## src/ctm_timer_map.svh

```systemverilog
// Register offsets, field positions, reset values and divider counts of the compact timer.
`ifndef CTM_TIMER_MAP_SVH
`define CTM_TIMER_MAP_SVH

// ********************************************************
// Register offsets (word index on the plain register port)
// ********************************************************
`define CTM_REG_CTRL0       4'h0
`define CTM_REG_CTRL1       4'h1
`define CTM_REG_FULL_COMPARE_VALUE        4'h2
`define CTM_REG_COARSE_PERIOD_VALUE        4'h3
`define CTM_REG_COUNT       4'h4
`define CTM_REG_FLAGS       4'h5

// ********************************************************
// Field positions
// ********************************************************
`define CTM_CTRL0_ENABLE    0
`define CTM_CTRL0_CLKSEL_LO 1
`define CTM_CTRL0_CLKSEL_HI 2
`define CTM_FLAGS_A         0
`define CTM_FLAGS_P         1

// ********************************************************
// Reset values
// ********************************************************
`define CTM_RST_CTRL0       3'h0
`define CTM_RST_CTRL1       8'h00
`define CTM_RST_BYTE        16'h0000

// ********************************************************
// Prescaler terminal counts (divisor minus one)
// ********************************************************
`define CTM_DIV_SEL_1       6'h00
`define CTM_DIV_SEL_4       6'h03
`define CTM_DIV_SEL_16      6'h0F
`define CTM_DIV_SEL_64      6'h3F

`endif

```

## src/ctm_pkg.sv

```systemverilog
// Types shared by the compact timer modules.
package ctm_pkg;

   typedef enum logic [1:0] {
      CTM_MODE_CMP   = 2'b00,
      CTM_MODE_UNDEF = 2'b01,
      CTM_MODE_PWM   = 2'b10,
      CTM_MODE_TMR   = 2'b11
   } ctm_mode_t;

   // Bit layout of the timer_control_one register, msb first.
   typedef struct packed {
      ctm_mode_t  mode;
      logic [1:0] pin_action;
      logic       output_initial_level;
      logic       output_invert;
      logic       duty_period_swap;
      logic       clear_select;
   } ctm_ctrl_t;

endpackage : ctm_pkg

```

## src/ctm_tick_divider.sv

```systemverilog
// Timer clock prescaler that issues one-cycle tick enables.
`timescale 1ns/1ps
`include "ctm_timer_map.svh"

module ctm_tick_divider (
   input  wire logic       clk,
   input  wire logic       resetn,
   input  wire logic       run,
   input  wire logic       restart,
   input  wire logic [1:0] sel,
   output logic            tick
);

   logic [5:0] div_cnt;
   logic [5:0] limit;
   logic [5:0] next_div_cnt;

   assign limit = (sel == 2'b00) ? `CTM_DIV_SEL_1 :
                  (sel == 2'b01) ? `CTM_DIV_SEL_4 :
                  (sel == 2'b10) ? `CTM_DIV_SEL_16 : `CTM_DIV_SEL_64;

   assign tick         = run && !restart && (div_cnt >= limit);
   assign next_div_cnt = (restart || tick) ? 6'h00 : (run ? div_cnt + 6'h01 : div_cnt);

   always_ff @(posedge clk or negedge resetn) begin
      if (!resetn) begin
         div_cnt <= 6'h00;
      end else begin
         div_cnt <= next_div_cnt;
      end
   end

endmodule : ctm_tick_divider

```

## src/ctm_pin_out.sv

```systemverilog
// Output pin logic of the compact timer: compare action, PWM waveform and polarity.
`timescale 1ns/1ps

module ctm_pin_out #(
   parameter int CNT_W = 10
) (
   input  wire logic              clk,
   input  wire logic              resetn,
   input  wire ctm_pkg::ctm_ctrl_t ctrl,
   input  wire logic              enable_rise,
   input  wire logic              a_hit,
   input  wire logic [CNT_W-1:0]  count,
   input  wire logic [CNT_W:0]    duty,
   output logic                   timer_output_pin,
   output logic                   timer_output_pin_oe_n
);

   logic cmp_level;
   logic next_cmp_level;
   logic wave_active;
   logic pwm_active;
   logic pwm_level;
   logic is_cmp;
   logic is_pwm;
   logic next_pin;

   assign is_cmp = (ctrl.mode == ctm_pkg::CTM_MODE_CMP);
   assign is_pwm = (ctrl.mode == ctm_pkg::CTM_MODE_PWM);

   // Compare state: initial level on enable rise, else the action on an A match.
   assign next_cmp_level = enable_rise ? ctrl.output_initial_level :
                           !(a_hit && is_cmp) ? cmp_level :
                           (ctrl.pin_action == 2'b01) ? 1'b0 :
                           (ctrl.pin_action == 2'b10) ? 1'b1 :
                           (ctrl.pin_action == 2'b11) ? ~cmp_level : cmp_level;

   // PWM: with pin_action 2'b10 active while the count is below the duty; duty at or above period keeps it active.
   assign wave_active = ({1'b0, count} < duty);
   assign pwm_active  = (ctrl.pin_action == 2'b01) ||
                        ((ctrl.pin_action == 2'b10) && wave_active);
   assign pwm_level   = pwm_active ? ctrl.output_initial_level : ~ctrl.output_initial_level;

   assign next_pin = (is_pwm ? pwm_level : next_cmp_level) ^ ctrl.output_invert;

   always_ff @(posedge clk or negedge resetn) begin
      if (!resetn) begin
         cmp_level             <= 1'b0;
         timer_output_pin      <= 1'b0;
         timer_output_pin_oe_n <= 1'b1;
      end else begin
         cmp_level             <= next_cmp_level;
         timer_output_pin      <= next_pin;
         timer_output_pin_oe_n <= !(is_cmp || is_pwm);
      end
   end

endmodule : ctm_pin_out

```

## src/ctm_compact_timer.sv

```systemverilog
// Compact timer top: register port, 10-bit up-counter, comparators A and P, flags.
//
// Our own choices: strobed register access and the placing of the registers.
`timescale 1ns/1ps
`include "ctm_timer_map.svh"

module ctm_compact_timer #(
   parameter int CNT_W  = 10,
   parameter int COARSE_PERIOD_VALUE_W = 3
) (
   input  wire logic        clk,
   input  wire logic        resetn,
   input  wire logic [3:0]  addr,
   input  wire logic [15:0] wdata,
   input  wire logic        wr,
   input  wire logic        rd,
   output logic [15:0]      rdata,
   output logic             timer_output_pin,
   output logic             timer_output_pin_oe_n,
   output logic             match_a_flag,
   output logic             match_p_flag
);

   // ********************************************************
   // Elaboration checks
   // ********************************************************
   if (CNT_W < 2 || CNT_W > 15 || COARSE_PERIOD_VALUE_W < 1 || COARSE_PERIOD_VALUE_W >= CNT_W) begin : g_bad_width
      $error("ctm_compact_timer: unsupported counter or period width");
   end

   localparam int LOW_W = CNT_W - COARSE_PERIOD_VALUE_W;

   // ********************************************************
   // Registers
   // ********************************************************
   logic                     module_enable;
   logic [1:0]               clk_sel;
   ctm_pkg::ctm_ctrl_t       timer_control_one;
   logic [CNT_W-1:0]         full_compare_value;
   logic [COARSE_PERIOD_VALUE_W-1:0]        coarse_period_value;
   logic [CNT_W-1:0]         count;
   logic                     enable_d;

   // ********************************************************
   // Register decode
   // ********************************************************
   wire wr_ctrl0 = wr && (addr == `CTM_REG_CTRL0);
   wire wr_ctrl1 = wr && (addr == `CTM_REG_CTRL1);
   wire wr_full_compare_value  = wr && (addr == `CTM_REG_FULL_COMPARE_VALUE);
   wire wr_coarse_period_value  = wr && (addr == `CTM_REG_COARSE_PERIOD_VALUE);
   wire wr_flags = wr && (addr == `CTM_REG_FLAGS);

   wire [15:0] rd_ctrl0 = {13'h0000, clk_sel, module_enable};
   wire [15:0] rd_ctrl1 = {8'h00, timer_control_one};
   wire [15:0] rd_full_compare_value  = 16'(full_compare_value);
   wire [15:0] rd_coarse_period_value  = 16'(coarse_period_value);
   wire [15:0] rd_count = 16'(count);
   wire [15:0] rd_flags = {14'h0000, match_p_flag, match_a_flag};

   // Unmapped offsets read as zero.
   wire [15:0] rd_mux = (addr == `CTM_REG_CTRL0) ? rd_ctrl0 :
                        (addr == `CTM_REG_CTRL1) ? rd_ctrl1 :
                        (addr == `CTM_REG_FULL_COMPARE_VALUE)  ? rd_full_compare_value  :
                        (addr == `CTM_REG_COARSE_PERIOD_VALUE)  ? rd_coarse_period_value  :
                        (addr == `CTM_REG_COUNT) ? rd_count :
                        (addr == `CTM_REG_FLAGS) ? rd_flags : `CTM_RST_BYTE;

   // ********************************************************
   // Timer clock
   // ********************************************************
   logic tick;
   wire  enable_rise = module_enable && !enable_d;

   ctm_tick_divider u_div (
      .clk     (clk),
      .resetn  (resetn),
      .run     (module_enable),
      .restart (enable_rise),
      .sel     (clk_sel),
      .tick    (tick)
   );

   // ********************************************************
   // Comparators
   // ********************************************************
   wire                  is_pwm    = (timer_control_one.mode == ctm_pkg::CTM_MODE_PWM);
   wire                  swap      = timer_control_one.duty_period_swap;
   wire                  clr_sel   = timer_control_one.clear_select;
   wire [CNT_W-1:0]      count_inc = CNT_W'(count + 1'b1);
   wire [CNT_W-1:0]      p_value   = {coarse_period_value, {LOW_W{1'b0}}};
   wire                  full_compare_value_zero = (full_compare_value == '0);
   wire                  coarse_period_value_zero = (coarse_period_value == '0);

   // A match excludes a zero compare value, so the wrap at all ones raises no A flag.
   wire a_hit    = tick && !full_compare_value_zero && (count_inc == full_compare_value);
   // P matches the period in the upper bits with the lower bits zero; a zero period matches on the overflow itself.
   wire p_hit    = tick && (count_inc == p_value);
   wire overflow = tick && (&count);

   // PWM ignores the clear select; P clears the counter, or A (and overflow) when duty_period_swap is set.
   wire clear_on = is_pwm ? (swap ? (a_hit || overflow) : p_hit) :
                            (clr_sel ? (a_hit || overflow) : p_hit);

   wire set_a = a_hit;
   wire set_p = p_hit && (is_pwm || !clr_sel);

   wire [CNT_W-1:0] next_count = enable_rise ? '0 :
                                 !tick ? count :
                                 clear_on ? '0 : count_inc;

   // ********************************************************
   // PWM duty selection
   // ********************************************************
   wire [CNT_W:0] coarse_full = coarse_period_value_zero ? (CNT_W+1)'(1) << CNT_W :
                                {1'b0, coarse_period_value, {LOW_W{1'b0}}};
   wire [CNT_W:0] pwm_duty    = swap ? coarse_full : {1'b0, full_compare_value};

   // Flags: a set arriving with a write-one clear wins.
   wire next_a_flag = (match_a_flag && !(wr_flags && wdata[`CTM_FLAGS_A])) || set_a;
   wire next_p_flag = (match_p_flag && !(wr_flags && wdata[`CTM_FLAGS_P])) || set_p;

   // ********************************************************
   // Register state
   // ********************************************************
   always_ff @(posedge clk or negedge resetn) begin
      if (!resetn) begin
         {clk_sel, module_enable} <= `CTM_RST_CTRL0;
         timer_control_one        <= `CTM_RST_CTRL1;
      end else begin
         if (wr_ctrl0) begin
            clk_sel       <= wdata[`CTM_CTRL0_CLKSEL_HI:`CTM_CTRL0_CLKSEL_LO];
            module_enable <= wdata[`CTM_CTRL0_ENABLE];
         end
         if (wr_ctrl1) begin
            timer_control_one <= ctm_pkg::ctm_ctrl_t'(wdata[7:0]);
         end
      end
   end

   always_ff @(posedge clk or negedge resetn) begin
      if (!resetn) begin
         full_compare_value  <= '0;
         coarse_period_value <= '0;
      end else begin
         if (wr_full_compare_value) begin
            full_compare_value <= wdata[CNT_W-1:0];
         end
         if (wr_coarse_period_value) begin
            coarse_period_value <= wdata[COARSE_PERIOD_VALUE_W-1:0];
         end
      end
   end

   always_ff @(posedge clk or negedge resetn) begin
      if (!resetn) begin
         count        <= '0;
         enable_d     <= 1'b0;
         match_a_flag <= 1'b0;
         match_p_flag <= 1'b0;
         rdata        <= `CTM_RST_BYTE;
      end else begin
         count        <= next_count;
         enable_d     <= module_enable;
         match_a_flag <= next_a_flag;
         match_p_flag <= next_p_flag;
         rdata        <= rd ? rd_mux : `CTM_RST_BYTE;
      end
   end

   // ********************************************************
   // Output pin
   // ********************************************************
   ctm_pin_out #(
      .CNT_W (CNT_W)
   ) u_pin (
      .clk                   (clk),
      .resetn                (resetn),
      .ctrl                  (timer_control_one),
      .enable_rise           (enable_rise),
      .a_hit                 (a_hit),
      .count                 (count),
      .duty                  (pwm_duty),
      .timer_output_pin      (timer_output_pin),
      .timer_output_pin_oe_n (timer_output_pin_oe_n)
   );

endmodule : ctm_compact_timer

```

## config.mk

```make
export PLATFORM = sky130hd
export DESIGN_NAME = ctm_compact_timer
export DESIGN_NICKNAME = d
export VERILOG_FILES = /design/src/ctm_pkg.sv /design/src/ctm_tick_divider.sv /design/src/ctm_pin_out.sv /design/src/ctm_compact_timer.sv
export VERILOG_INCLUDE_DIRS = /design/src /design/src/src
export SDC_FILE = /design/constraint.sdc
export NUM_CORES = 1
export LEC_CHECK = 0
export CAP_MARGIN = 20
export CORE_MARGIN = 2
export CORE_UTILIZATION = 60
export CTS_CLUSTER_DIAMETER = 40
export CTS_CLUSTER_SIZE = 20
export DETAILED_ROUTE_END_ITERATION = 6
export DONT_BUFFER_PORTS = 1
export GPL_TIMING_DRIVEN = 0
export HOLD_SLACK_MARGIN = 0.15
export PLACE_DENSITY = 0.88
export RECOVER_POWER = 25
export SYNTH_ARGS = -nofsm -noshare
export SYNTH_HDL_FRONTEND = slang
export SYNTH_SLANG_ARGS = --single-unit
```

## constraint.sdc

```tcl
create_clock -name clk -period 3.63 [get_ports clk]
set_clock_uncertainty 0.05 [all_clocks]
set_input_delay 0.726 -clock clk [delete_from_list [all_inputs] [get_ports clk]]
set_output_delay 0.726 -clock clk [all_outputs]
set_load 0.01 [all_outputs]
```

== After elaboration in Yosys (flattened, before gate mapping) ==
Cells that the tools add are included.

* Input bits: 24
* Flip-flop bits (word level): 56
* Memories: 0
* RAM bits: 0
* Word-level logic and storage cells: 107
* Latch bits: 0
* Output and inout port bits: 20
* Bits in read-only memories: 0

* Equal/unequal tests: 13
* Shift-type cells: 0
* Bitwise logic cells: 3
* Reductions and logical operators: 41
* Add/sub/neg operators: 2
* $lt $le $gt $ge: 2
* Multipliers: 0
* Multiplexer cells: 27
* Divide/modulo/power cells: 0

{| class="wikitable"
|+ Operators by type and width
! cell !! number
|-
| 10-bit 2-to-1 mux || 9
|-
| 6-bit 2-to-1 mux || 5
|-
| 11-bit 2-to-1 mux || 2
|-
| 10-bit equality test || 2
|-
| 1-bit logical AND || 19
|-
| 10-bit by 11-bit < comparator with 1-bit output || 1
|-
| 10-bit by 1-bit adder with 10-bit output (second input constant) || 1
|-
| 10-bit zero test || 1
|-
| 1-bit 2-to-1 mux || 10
|-
| 10-bit AND reduction || 1
|-
| 2-bit equality test (second input constant) || 4
|-
| 4-bit by 2-bit equality test with 1-bit output (second input constant) || 2
|-
| 4-bit by 3-bit equality test with 1-bit output (second input constant) || 2
|-
| 1-bit zero test || 7
|-
| 1-bit logical OR || 7
|-
| 6-bit by 1-bit adder with 6-bit output (second input constant) || 1
|-
| 6-bit >= comparator || 1
|-
| 2-bit by 1-bit equality test with 1-bit output (second input constant) || 2
|-
| 4-bit by 1-bit equality test with 1-bit output (second input constant) || 1
|-
| 2-bit zero test || 2
|-
| 4-bit zero test || 1
|-
| 2-bit nonzero test || 2
|-
| 3-bit zero test || 1
|-
| 2-bit 2-to-1 mux || 1
|-
| 2 further kinds || 3
|}

== Logic depth before layout (Yosys ltp) ==
Gate-level depths: netlist (run 1).

* Depth after elaboration: 14
* Depth in mapped cells: 11

== Cells and area by module ==
A second synthesis (run 1) with hierarchy kept.

* Cell total of the unflattened synthesis: 401
* Area, all modules: 3888.7 µm²

{| class="wikitable"
|+ Modules (own cells, without submodules)
! module !! cells an instance !! area each (µm²) !! instances
|-
| ctm_compact_timer || 288 || 2932.8 || 1
|-
| ctm_tick_divider || 49 || 481.7 || 1
|-
| ctm_pin_out || 64 || 474.2 || 1
|}

== Worst setup path before layout (run 1) ==
No wires, ideal clock.

* Path kind: flip-flop to flip-flop
* From: reg timer_control_one, in the netlist swap
* To: reg u_pin.timer_output_pin
* Buffers on the path: 1
* Cell stages (with the launch flop): 12
* Arrival: 2506 ps
* Required time: 3455 ps
* Slack: 949 ps
* Clock period less this slack: 2681 ps
* Cells stage by stage: dfrtp_1 -> clkbuf_1 -> mux2i_1 -> ha_1 -> o21a_1 -> o21a_1 -> o21ai_0 -> a31oi_1 -> or3b_2 -> a311oi_1 -> nor3_1 -> xnor2_1

* Cells in the longest elaborated chain, start to end: 7

{| class="wikitable"
|+ RTL lines
! what !! line !! source
|-
| start, declared || ctm_compact_timer.sv:38 || <nowiki>ctm_pkg::ctm_ctrl_t timer_control_one;</nowiki>
|-
| start signal, assigned || ctm_compact_timer.sv:128 || <nowiki>timer_control_one <= `CTM_RST_CTRL1;</nowiki>
|-
| start signal, assigned || ctm_compact_timer.sv:135 || <nowiki>timer_control_one <= ctm_pkg::ctm_ctrl_t'(wdata[7:0]);</nowiki>
|-
| 11-bit 2-to-1 mux || ctm_compact_timer.sv:116 || <nowiki>wire [CNT_W:0] pwm_duty = swap ? coarse_full : {1'b0, full_compare_value};</nowiki>
|-
| 10-bit by 11-bit < comparator with 1-bit output || ctm_pin_out.sv:38 || <nowiki>assign wave_active = ({1'b0, count} < duty);</nowiki>
|-
| 1-bit logical AND || ctm_pin_out.sv:40 || <nowiki>((ctrl.pin_action == 2'b10) && wave_active);</nowiki>
|-
| 1-bit logical OR || ctm_pin_out.sv:39 || <nowiki>assign pwm_active = (ctrl.pin_action == 2'b01) ||</nowiki>
|-
| 1-bit 2-to-1 mux || ctm_pin_out.sv:41 || <nowiki>assign pwm_level = pwm_active ? ctrl.output_initial_level : ~ctrl.output_initial_level;</nowiki>
|-
| 1-bit 2-to-1 mux || ctm_pin_out.sv:43 || <nowiki>assign next_pin = (is_pwm ? pwm_level : next_cmp_level) ^ ctrl.output_invert;</nowiki>
|-
| 1-bit XOR || ctm_pin_out.sv:43 ||
|-
| named net u_pin.next_pin || ctm_pin_out.sv:25 || <nowiki>logic next_pin;</nowiki>
|-
| end signal, assigned || ctm_pin_out.sv:52 || <nowiki>timer_output_pin <= next_pin;</nowiki>
|-
| end, declared || ctm_pin_out.sv:14 || <nowiki>output logic timer_output_pin,</nowiki>
|}

The timed path passes the listed nets, and every way through them passes these cells.
A chain may end at the register's enable or synchronous reset.

== Final worst setup path (run 1) ==
Same ends and word-level chain as after synthesis.

==> flow_summary_export.csv, run 1 <==
group,metric,value,unit
critical_path,cp_slowest_stage_delay,0.49,ns
detailed_routing,wl_met1,3450,um
layout,fill_cells,460,
critical_path,rr_worst_depth,9,
die,die_height,81.5,um
critical_path,cp-startpoint,"swap$_DFFE_PN0P_",
layout,seqCellArea,1400,sq um
layout,drive_gt1_frac,0.152,
critical_path,cp_max_fo,10,
cts,cts_tree,"built",
power_and_ir_drop,pwr-share-seq,0.475,
grt,grt_max_degree,56,
cts,clock_latency,0.32,ns
sta,worst_hold_slack,0.182,ns
cts,clk_pin_slew,0.11,ns
grt,antenna_found_initial,0,
cts,cts_made_buffers,5,
sta,finalSetupTns,0,ns
critical_path,critPathLaunchType,"register",
power_and_ir_drop,peakVddDrop,313,uV
critical_path,crit_type,"reg2reg",
detailed_routing,wl_per_cell,19.2,um
sta,fmax,293,MHz
critical_path,r2r-end,"u_pin.timer_output_pin$_DFF_PN0_",
synth,ys_types,59,
status,violations,"capacitance limit, slew limit",
power_and_ir_drop,switching_share,0.351,
synth,syn_avg_cell_area,9.67,sq um
power_and_ir_drop,p_switching,0.646,mW
detailed_routing,drt-total-wl,8890,um
layout,final_common_cell,"dfrtp_1",
layout,fin_cells,463,
synth,netlist.area_leader.share,0.382,
power_and_ir_drop,p_per_area,477,nW/um^2
synth,async_flop_share,1.00,
grt,grt_pass1_wl,14700,um
synth,yosys.area.top_type,"dfrtp_1",
placement,dp_worst_setup_slack,0.268,ns
die,start_util,0.617,
detailed_routing,dr.first_iter.drc_count,293,
layout,n_antenna_cell,0,
layout,syn2layout_area_growth,6.87,%
die,core_area,5850,sq um
critical_path,cp_cell_sequence,"clkbuf_1, mux2i_1, ha_1, a2111oi_0, a31oi_1, or3b_2, a311oi_1, nor3_1, xnor2_1",
sta,slew_violations,56,
cts,postCtsSetupRepairBufs,0,
worst_hold_path,hold_path_class,"in2async",
die,num_rows,28,
placement,io_buffer_count,0,
critical_path,arrival,3.60,ns
power_and_ir_drop,power.total,1.84,mW
power_and_ir_drop,combPwrFrac,0.291,
die,dieArea,6650,sq um
detailed_routing,drc,0,
layout,multiInputGateArea,2040,sq um
power_and_ir_drop,p_leak,1.65,nW
sta,rsz0062_at_grt,"no",
cts,root_buffer,"clkbuf_8",
critical_path,critPathCaptureType,"register",
detailed_routing,wl_met2,4310,um
synth,yosysSeqAreaShare,0.389,
cts,cts_buffer_depth,2,
synth,synth_area,3610,sq um
placement,dp.cells,454,
grt,grt_pass1_vias,2929,
synth,synth-main-ff-cell,"dfrtp_1",
placement,dp_hpwl,6600,um
sta,period_minus_slack,3.41,ns
grt,grt_util_all_layers,0.294,
critical_path,crit_family,"compound AO/OA/AOI/OAI gates",
detailed_routing,vias,3051,
detailed_routing,ant_nets,0,
grt,grt-ovfl-total,0,
detailed_routing,wl_met3,804,um
die,die_x,81.5,um
critical_path,crit_slowest_cell,"dfrtp_1",
placement,routabilityCongestion,0.931,
synth,synth_edf_count,0,
synth,yosysWarnings,0,
sta,worstMarginPinSlew,2.52,ns
status,status,"finished with violations",
synth,yosys_register_bits,56,
layout,mostFrequentLayoutCells,"dfrtp_1, nand2_1, nor2_1",
critical_path,rr_startpoint,"swap$_DFFE_PN0P_",
cts,htreeDepth,2,
detailed_routing,vias_per_cell,6.59,
critical_path,r2r_slack,0.22,ns
synth,synth_area_leaders,"dfrtp_1, mux2_2, ha_1",
sta,fin_ws,0.219,ns
power_and_ir_drop,p_int,1.19,mW
detailed_routing,top_layer,"met4",
sta,hold_viol,0,
synth,synthCells,373,
critical_path,required,3.82,ns
layout,final_nets,429,
job,cap_viol_max_count,1,
die,pin_count,44,
sta,slew_headroom,-0.683,
detailed_routing,drt_pass1_iterations,5,
sta,period_share,0.940,
critical_path,path_buf_inv,1,
cts,cts.sinks,56,
sta,setup_viol,0,
power_and_ir_drop,p_clk_frac,0.234,
cell type report:
type	instances	share of cell area
Buffer	26	0.0367
Tap cell	75	0.0243
Sequential cell	56	0.364
Timing Repair Buffer	2	0.00519
Multi-Input combinational cell	285	0.529
Clock buffer	5	0.0179
Inverter	11	0.0107
Clock inverter	3	0.0120
repair_timing:
action                                 CTS  global route
endpoints found under the hold margin   55             0
gates resized for setup                  0             0
hold buffers                             1             0
sequential cells by signal, summed over array words and instances (netlist names), 2 cells and up:
register / flops
full_compare_value: 10
rd_ctrl1: 6
count: 10
rdata: 10
coarse_period_value: 3
u_div.div_cnt: 6
clk_sel: 2
worst max-delay path by stage:
| stage | endpoint | slack (ns) | cells past startpoint |
|---|---|---|---|
| after global routing | count[9]$_DFFE_PN0N_ | 0.06 | 10 |
| after detailed placement | u_pin.timer_output_pin$_DFF_PN0_ | 0.27 | 9 |
| after floorplan | u_pin.timer_output_pin$_DFF_PN0_ | 0.95 | 11 |
| after CTS | u_pin.timer_output_pin$_DFF_PN0_ | 0.24 | 9 |
| final | u_pin.timer_output_pin$_DFF_PN0_ | 0.22 | 9 |
| after global placement | u_pin.timer_output_pin$_DFF_PN0_ | 0.43 | 9 |
power by group through the flow:
| stage | clock [mW] | sequential [mW] | combinational [mW] |
|---|---|---|---|
| 2_1_floorplan | 0 | 0.827 | 0.417 |
| 3_3_place_gp | 0 | 0.871 | 0.482 |
| 3_5_place_dp | 0 | 0.881 | 0.511 |
| 4_1_cts | 0.430 | 0.869 | 0.530 |
| 5_1_grt | 0.460 | 0.885 | 0.593 |
| 6_report | 0.429 | 0.874 | 0.535 |
routing by layer:
metal	global-route usage	vias up
met2	0.503	168
met1	0.367	1476
met5	0	-
li1	-	1365
met4	0.108	0
met3	0.0571	42
cell families (layout without fill, tap and decap cells):
logic type	Yosys count	in the layout	share of synthesized area
compound gates	78	78	0.152
fa+ha+maj	18	18	0.0624
mux	33	33	0.100
other cells	1	6	0.00104
simple gates	129	129	0.187
flops	56	56	0.389
buf+inv	37	47	0.0506
xor+xnor	21	21	0.0586
cell usage after synthesis (all sizes together) (9+ instances only):
library cell and count:
nand2 35, buf 18, a21oi 15, ha 18, mux2 25, a22oi 11
xor2 9, dfrtp 55, nand2b 11, xnor2 10, nand3 12, inv 11
nor2 26, nor3 9, o21ai 14
worst register-to-register path: stages (launching register included):
cell and delay (ns):
dfrtp_1 0.49, clkbuf_1 0.41, mux2i_1 0.31, ha_1 0.29, a2111oi_0 0.44, a31oi_1 0.23
or3b_2 0.49, a311oi_1 0.33, nor3_1 0.11, xnor2_1 0.19
stage by stage:
stage	instance area, sq um	util
final	3850	0.659
after global routing	3850	0.659
after CTS	3870	0.662
after detailed placement	3730	0.638
after global placement	3720	0.636
after floorplan	3630	-
No activity file was read; power rests on OpenSTA's default activity.
==> inputs of run 2 (changes only) <==
Settings changed: CORE_UTILIZATION 60 to 55, PLACE_DENSITY 0.88 to 0.82.
==> run 2 against run 1 <==
Net effect:
- the flow still finishes with violations (capacitance limit, slew limit)
- die area rose by 8.6%
- largest cell class unchanged
- sequential cell count unchanged
- register-to-register slack worse by 0.05 ns
- critical path depth unchanged
- combinational power shrank 1%
- core utilization fell by 5.3 points
- wire length is 2.1% lower
- non-clock buffer count is 1 lower
- sequential share of layout area about the same
- global-route usage shrank 4.7 points
- sequential power about the same
==> flow_summary_export.csv, run 2 (same netlist as run 1, synthesis figures left out) <==
group,metric,value,unit
status,status,"finished with violations",
status,violations,"capacitance limit, slew limit",
detailed_routing,wl_per_cell,18.8,um
sta,slew_violations,56,
cts,cts.sinks,56,
grt,antenna_found_initial,0,
detailed_routing,drt-total-wl,8710,um
layout,mostFrequentLayoutCells,"dfrtp_1, nand2_1, nor2_1",
sta,finalSetupTns,0,ns
placement,dp_hpwl,6350,um
layout,multiInputGateArea,2050,sq um
die,die_x,85.0,um
detailed_routing,ant_nets,0,
job,cap_viol_max_count,1,
grt,grt-ovfl-total,0,
critical_path,required,3.79,ns
critical_path,crit_slowest_cell,"dfrtp_1",
critical_path,crit_type,"reg2reg",
placement,io_buffer_count,0,
detailed_routing,dr.first_iter.drc_count,193,
layout,seqCellArea,1400,sq um
detailed_routing,drc,0,
placement,routabilityCongestion,0.973,
critical_path,path_buf_inv,1,
sta,rsz0062_at_grt,"no",
die,num_rows,29,
layout,fill_cells,531,
sta,hold_viol,0,
cts,cts_buffer_depth,2,
cts,cts_tree,"built",
layout,final_nets,428,
grt,grt_util_all_layers,0.246,
critical_path,cp_max_fo,10,
cts,cts_made_buffers,5,
die,dieArea,7220,sq um
sta,fmax,289,MHz
sta,slew_headroom,-0.701,
layout,n_antenna_cell,0,
sta,period_share,0.954,
grt,grt_pass1_wl,14100,um
worst_hold_path,hold_path_class,"in2async",
detailed_routing,drt_pass1_iterations,5,
power_and_ir_drop,p_leak,1.64,nW
layout,final_core_util,0.606,
power_and_ir_drop,p_per_area,474,nW/um^2
die,start_util,0.568,
sta,setup_viol,0,
detailed_routing,vias_per_cell,6.41,
cts,clock_latency,0.32,ns
cts,clk_pin_slew,0.10,ns
die,core_area,6350,sq um
critical_path,cp_slowest_stage_delay,0.51,ns
critical_path,crit_family,"compound AO/OA/AOI/OAI gates",
critical_path,cp_cell_sequence,"clkbuf_1, mux2i_1, ha_1, a2111oi_0, a31oi_1, or3b_2, a311oi_1, nor3_1, xnor2_1",
sta,period_minus_slack,3.46,ns
power_and_ir_drop,peakVddDrop,296,uV
layout,final_common_cell,"dfrtp_1",
layout,syn2layout_area_growth,6.73,%
sta,worstMarginPinSlew,2.55,ns
critical_path,critPathCaptureType,"register",
cts,root_buffer,"clkbuf_8",
layout,reg.largest.list,"count (10), full_compare_value (10), rdata (10)",
detailed_routing,vias,2974,
critical_path,critPathLaunchType,"register",
grt,grt_max_degree,56,
cts,htreeDepth,2,
die,die_height,85.0,um
layout,drive_gt1_frac,0.150,
die,pin_count,44,
grt,grt_pass1_vias,2883,
critical_path,arrival,3.62,ns
-- run 2: cell count changes in the layout (fill, tap and decap cells not counted) --
cell / before / now
inv_6: 0 / 1
nor4_1: 6 / 5
clkbuf_1: 8 / 9
clkinv_2: 1 / 0
clkdlybuf4s18_2: 1 / 0
nor4_2: 0 / 1
inv_8: 1 / 0
-- run 2: report_power, final --
group          total (mW)  switching [mW]  internal (mW)
Clock               0.423           0.214          0.209
Sequential          0.873           0.149          0.724
Combinational       0.529           0.270          0.259
-- run 2: layout make-up --
class	instances	share of cell area
multi-input combinational	285	0.532
sequential	56	0.364
buffer	26	0.0367
tap	77	0.0250
clock buffer	6	0.0188
inverter	11	0.0107
clock inverter	2	0.0101
timing repair buffer	1	0.00260
-- run 2: routing by layer --
layer	global-route usage	vias up	wire [um]
li1	-	1373	-
met1	0.337	1434	3620
met2	0.391	142	4150
met3	0.0496	25	727
met4	0.0866	0	210
met5	0	-	0
-- run 2: path summary, 6_finish.rpt --
path,startpoint,endpoint,slack (ns),depth (start not counted)
worst min register to register,module_enable$_DFFE_PN0P_,enable_d$_DFF_PN0_,0.38,0
max in group asynchronous,resetn,clr_sel$_DFFE_PN0P_,0.74,1
worst max register to register,swap$_DFFE_PN0P_,u_pin.timer_output_pin$_DFF_PN0_,0.17,9
worst max-delay path,swap$_DFFE_PN0P_,u_pin.timer_output_pin$_DFF_PN0_,0.17,9
worst min-delay path,resetn,u_pin.timer_output_pin_oe_n$_DFF_PN1_,0.18,0
min in group clk,module_enable$_DFFE_PN0P_,enable_d$_DFF_PN0_,0.38,0
-- run 2: timing repair --
item                                    CTS  global route
hold buffers                              1             0
resized for setup                         0             0
setup buffers                             0             0
endpoints found under the setup margin    0             0
hold endpoints to repair                 55             0
-- run 2: metrics by stage --
step / cell area (sq um) / setup WS [ns] / power [mW] / hold WS, ns / std cells
after detailed placement: 3730 / 0.307 / 1.39 / 0.350 / 455
after CTS: 3870 / 0.290 / 1.83 / 0.178 / 464
final: 3850 / 0.166 / 1.82 / 0.183 / 464
after global placement: 3720 / 0.373 / 1.35 / 0.342 / 455
after floorplan: 3630 / 0.949 / 1.24 / 0.323 / 378
after global routing: 3850 / 0.0821 / 1.93 / 0.169 / 464
==> inputs of run 3 (changes only) <==
Settings changed: CORE_ASPECT_RATIO set to 1.5, PLACE_DENSITY 0.82 to 0.7.
==> run 3 against run 2 <==
Net effect:
- the run still ends with capacitance limit, slew limit left
- die area increased by 0.19%
- setup slack improved by 0.11 ns
- sequential power increased by 0.8%
- first-iteration DRC count increased by 9.8%
- hold slack improved by 0.0098 ns
- sequential cell count unchanged
- register-to-register slack improved by 0.11 ns
- core utilization decreased by 1.4 points
- critical endpoint unchanged
- largest cell class unchanged
- largest power group unchanged
==> flow_summary_export.csv, run 3 (same netlist as run 1, synthesis figures left out) <==
group,metric,value,unit
status,status,"finished with violations",
status,violations,"capacitance limit, slew limit",
job,cap_viol_max_count,1,
power_and_ir_drop,peakVddDrop,217,uV
sta,rsz0062_at_grt,"no",
grt,grt_pass1_vias,2905,
sta,period_share,0.923,
placement,dp_worst_setup_slack,0.324,ns
power_and_ir_drop,p_int,1.12,mW
layout,reg.largest.list,"count (10), full_compare_value (10), rdata (10)",
critical_path,arrival,3.51,ns
layout,n_antenna_cell,0,
placement,io_buffer_count,0,
grt,use_met2,0.459,
placement,routabilityCongestion,0.875,
power_and_ir_drop,p_per_area,458,nW/um^2
sta,fin_ws,0.281,ns
power_and_ir_drop,pwr-share-seq,0.504,
cts,cts_tree,"built",
detailed_routing,wl_per_cell,19.5,um
grt,grt_max_degree,56,
die,start_util,0.560,
layout,final_nets,429,
sta,slew_headroom,-0.921,
power_and_ir_drop,p_leak,1.63,nW
cts,cts_made_buffers,5,
sta,worstMarginPinSlew,2.88,ns
sta,finalSetupTns,0,ns
cts,cts_buffer_depth,2,
power_and_ir_drop,switching_share,0.361,
critical_path,critPathLaunchType,"register",
grt,grt-busiest-layer,"met2",
critical_path,critPathCaptureType,"register",
placement,dp_hpwl,6870,um
layout,fill_cells,579,
grt,antenna_found_initial,0,
detailed_routing,ant_nets,0,
worst_hold_path,hold_path_class,"in2async",
grt,grt_pass1_wl,14400,um
layout,multiInputGateArea,2040,sq um
detailed_routing,drt_pass1_iterations,5,
sta,slew_violations,56,
cts,clk_pin_slew,0.11,ns
die,die_height,103,um
die,dieArea,7240,sq um
grt,grtUsageMet1,0.291,
layout,syn2layout_area_growth,5.76,%
die,pin_count,44,
cts,cts.sinks,56,
critical_path,cp_max_fo,10,
grt,use_met3,0.0446,
detailed_routing,drc,0,
die,die_x,70.1,um
critical_path,crit_type,"reg2reg",
sta,hold_viol,0,
power_and_ir_drop,combPwrFrac,0.302,
detailed_routing,dr.first_iter.drc_count,212,
detailed_routing,vias,2928,
sta,fmax,299,MHz
grt,grt_util_all_layers,0.259,
sta,setup_viol,0,
detailed_routing,vias_per_cell,6.31,
detailed_routing,drt-total-wl,9040,um
layout,final_common_cell,"dfrtp_1",
layout,drive_gt1_frac,0.149,
cts,clock_latency,0.32,ns
cts,root_buffer,"clkbuf_8",
die,num_rows,36,
cts,htreeDepth,2,
power_and_ir_drop,p_switching,0.631,mW
layout,seqCellArea,1400,sq um
critical_path,required,3.79,ns
cts,postCtsSetupRepairBufs,0,
grt,grt-ovfl-total,0,
layout,mostFrequentLayoutCells,"dfrtp_1, nand2_1, nor2_1",
sta,period_minus_slack,3.35,ns
power_and_ir_drop,p_clk_frac,0.194,
die,core_area,6440,sq um
run 3: timing repair:
item                      CTS  global route
hold buffers                1             0
gates resized for setup     0             0
hold endpoints to repair   55             0
run 3: metrics by stage:
step           total power, mW  cells  hold slack [ns]  instance area [sq um]   util
2_1_floorplan             1.24    378            0.323                   3630      -
3_3_place_gp              1.38    454            0.342                   3720  0.578
3_5_place_dp              1.40    455            0.344                   3730  0.578
4_1_cts                   1.75    464            0.182                   3840  0.596
5_1_grt                   1.85    464            0.171                   3810  0.592
6_report                  1.75    464            0.193                   3810  0.592
run 3: layer usage:
layer | up-vias | routed length (um)
li1 | 1365 | -
met1 | 1420 | 3550
met2 | 108 | 4620
met3 | 35 | 394
met4 | 0 | 471
met5 | - | 0
run 3: area by class of cell:
class | instances | area share
buffer | 26 | 0.0371
inverter | 11 | 0.0108
clock inverter | 2 | 0.00328
timing repair buffer | 2 | 0.00230
multi-input combinational | 285 | 0.535
sequential | 56 | 0.368
tap | 76 | 0.0249
clock buffer | 6 | 0.0190
run 3: worst paths after layout:
check | start | endpoint | slack [ns] | depth (start not counted)
max in group asynchronous | resetn | u_div.div_cnt[5]$_DFFE_PN0P_ | 0.63 | 1
worst max-delay path | swap$_DFFE_PN0P_ | u_pin.timer_output_pin$_DFF_PN0_ | 0.28 | 9
worst min register to register | module_enable$_DFFE_PN0P_ | enable_d$_DFF_PN0_ | 0.37 | 0
min in group clk | module_enable$_DFFE_PN0P_ | enable_d$_DFF_PN0_ | 0.37 | 0
worst min-delay path | resetn | u_pin.timer_output_pin_oe_n$_DFF_PN1_ | 0.19 | 0
worst max register to register | swap$_DFFE_PN0P_ | u_pin.timer_output_pin$_DFF_PN0_ | 0.28 | 9
run 3: worst max-delay path, stage by stage, from the launching register on:
cell	delay, ns
dfrtp_1	0.48
clkbuf_1	0.47
mux2i_1	0.29
ha_1	0.27
a2111oi_0	0.42
a31oi_1	0.23
or3b_2	0.48
a311oi_1	0.30
nor3_1	0.13
xnor2_1	0.13
run 3: power by group through the flow:
stage	Clock (mW)	Combinational (mW)	Sequential [mW]
finish	0.339	0.528	0.880
global route	0.372	0.592	0.889
CTS	0.348	0.531	0.875
detailed placement	0	0.512	0.887
global placement	0	0.492	0.887
floorplan	0	0.417	0.827
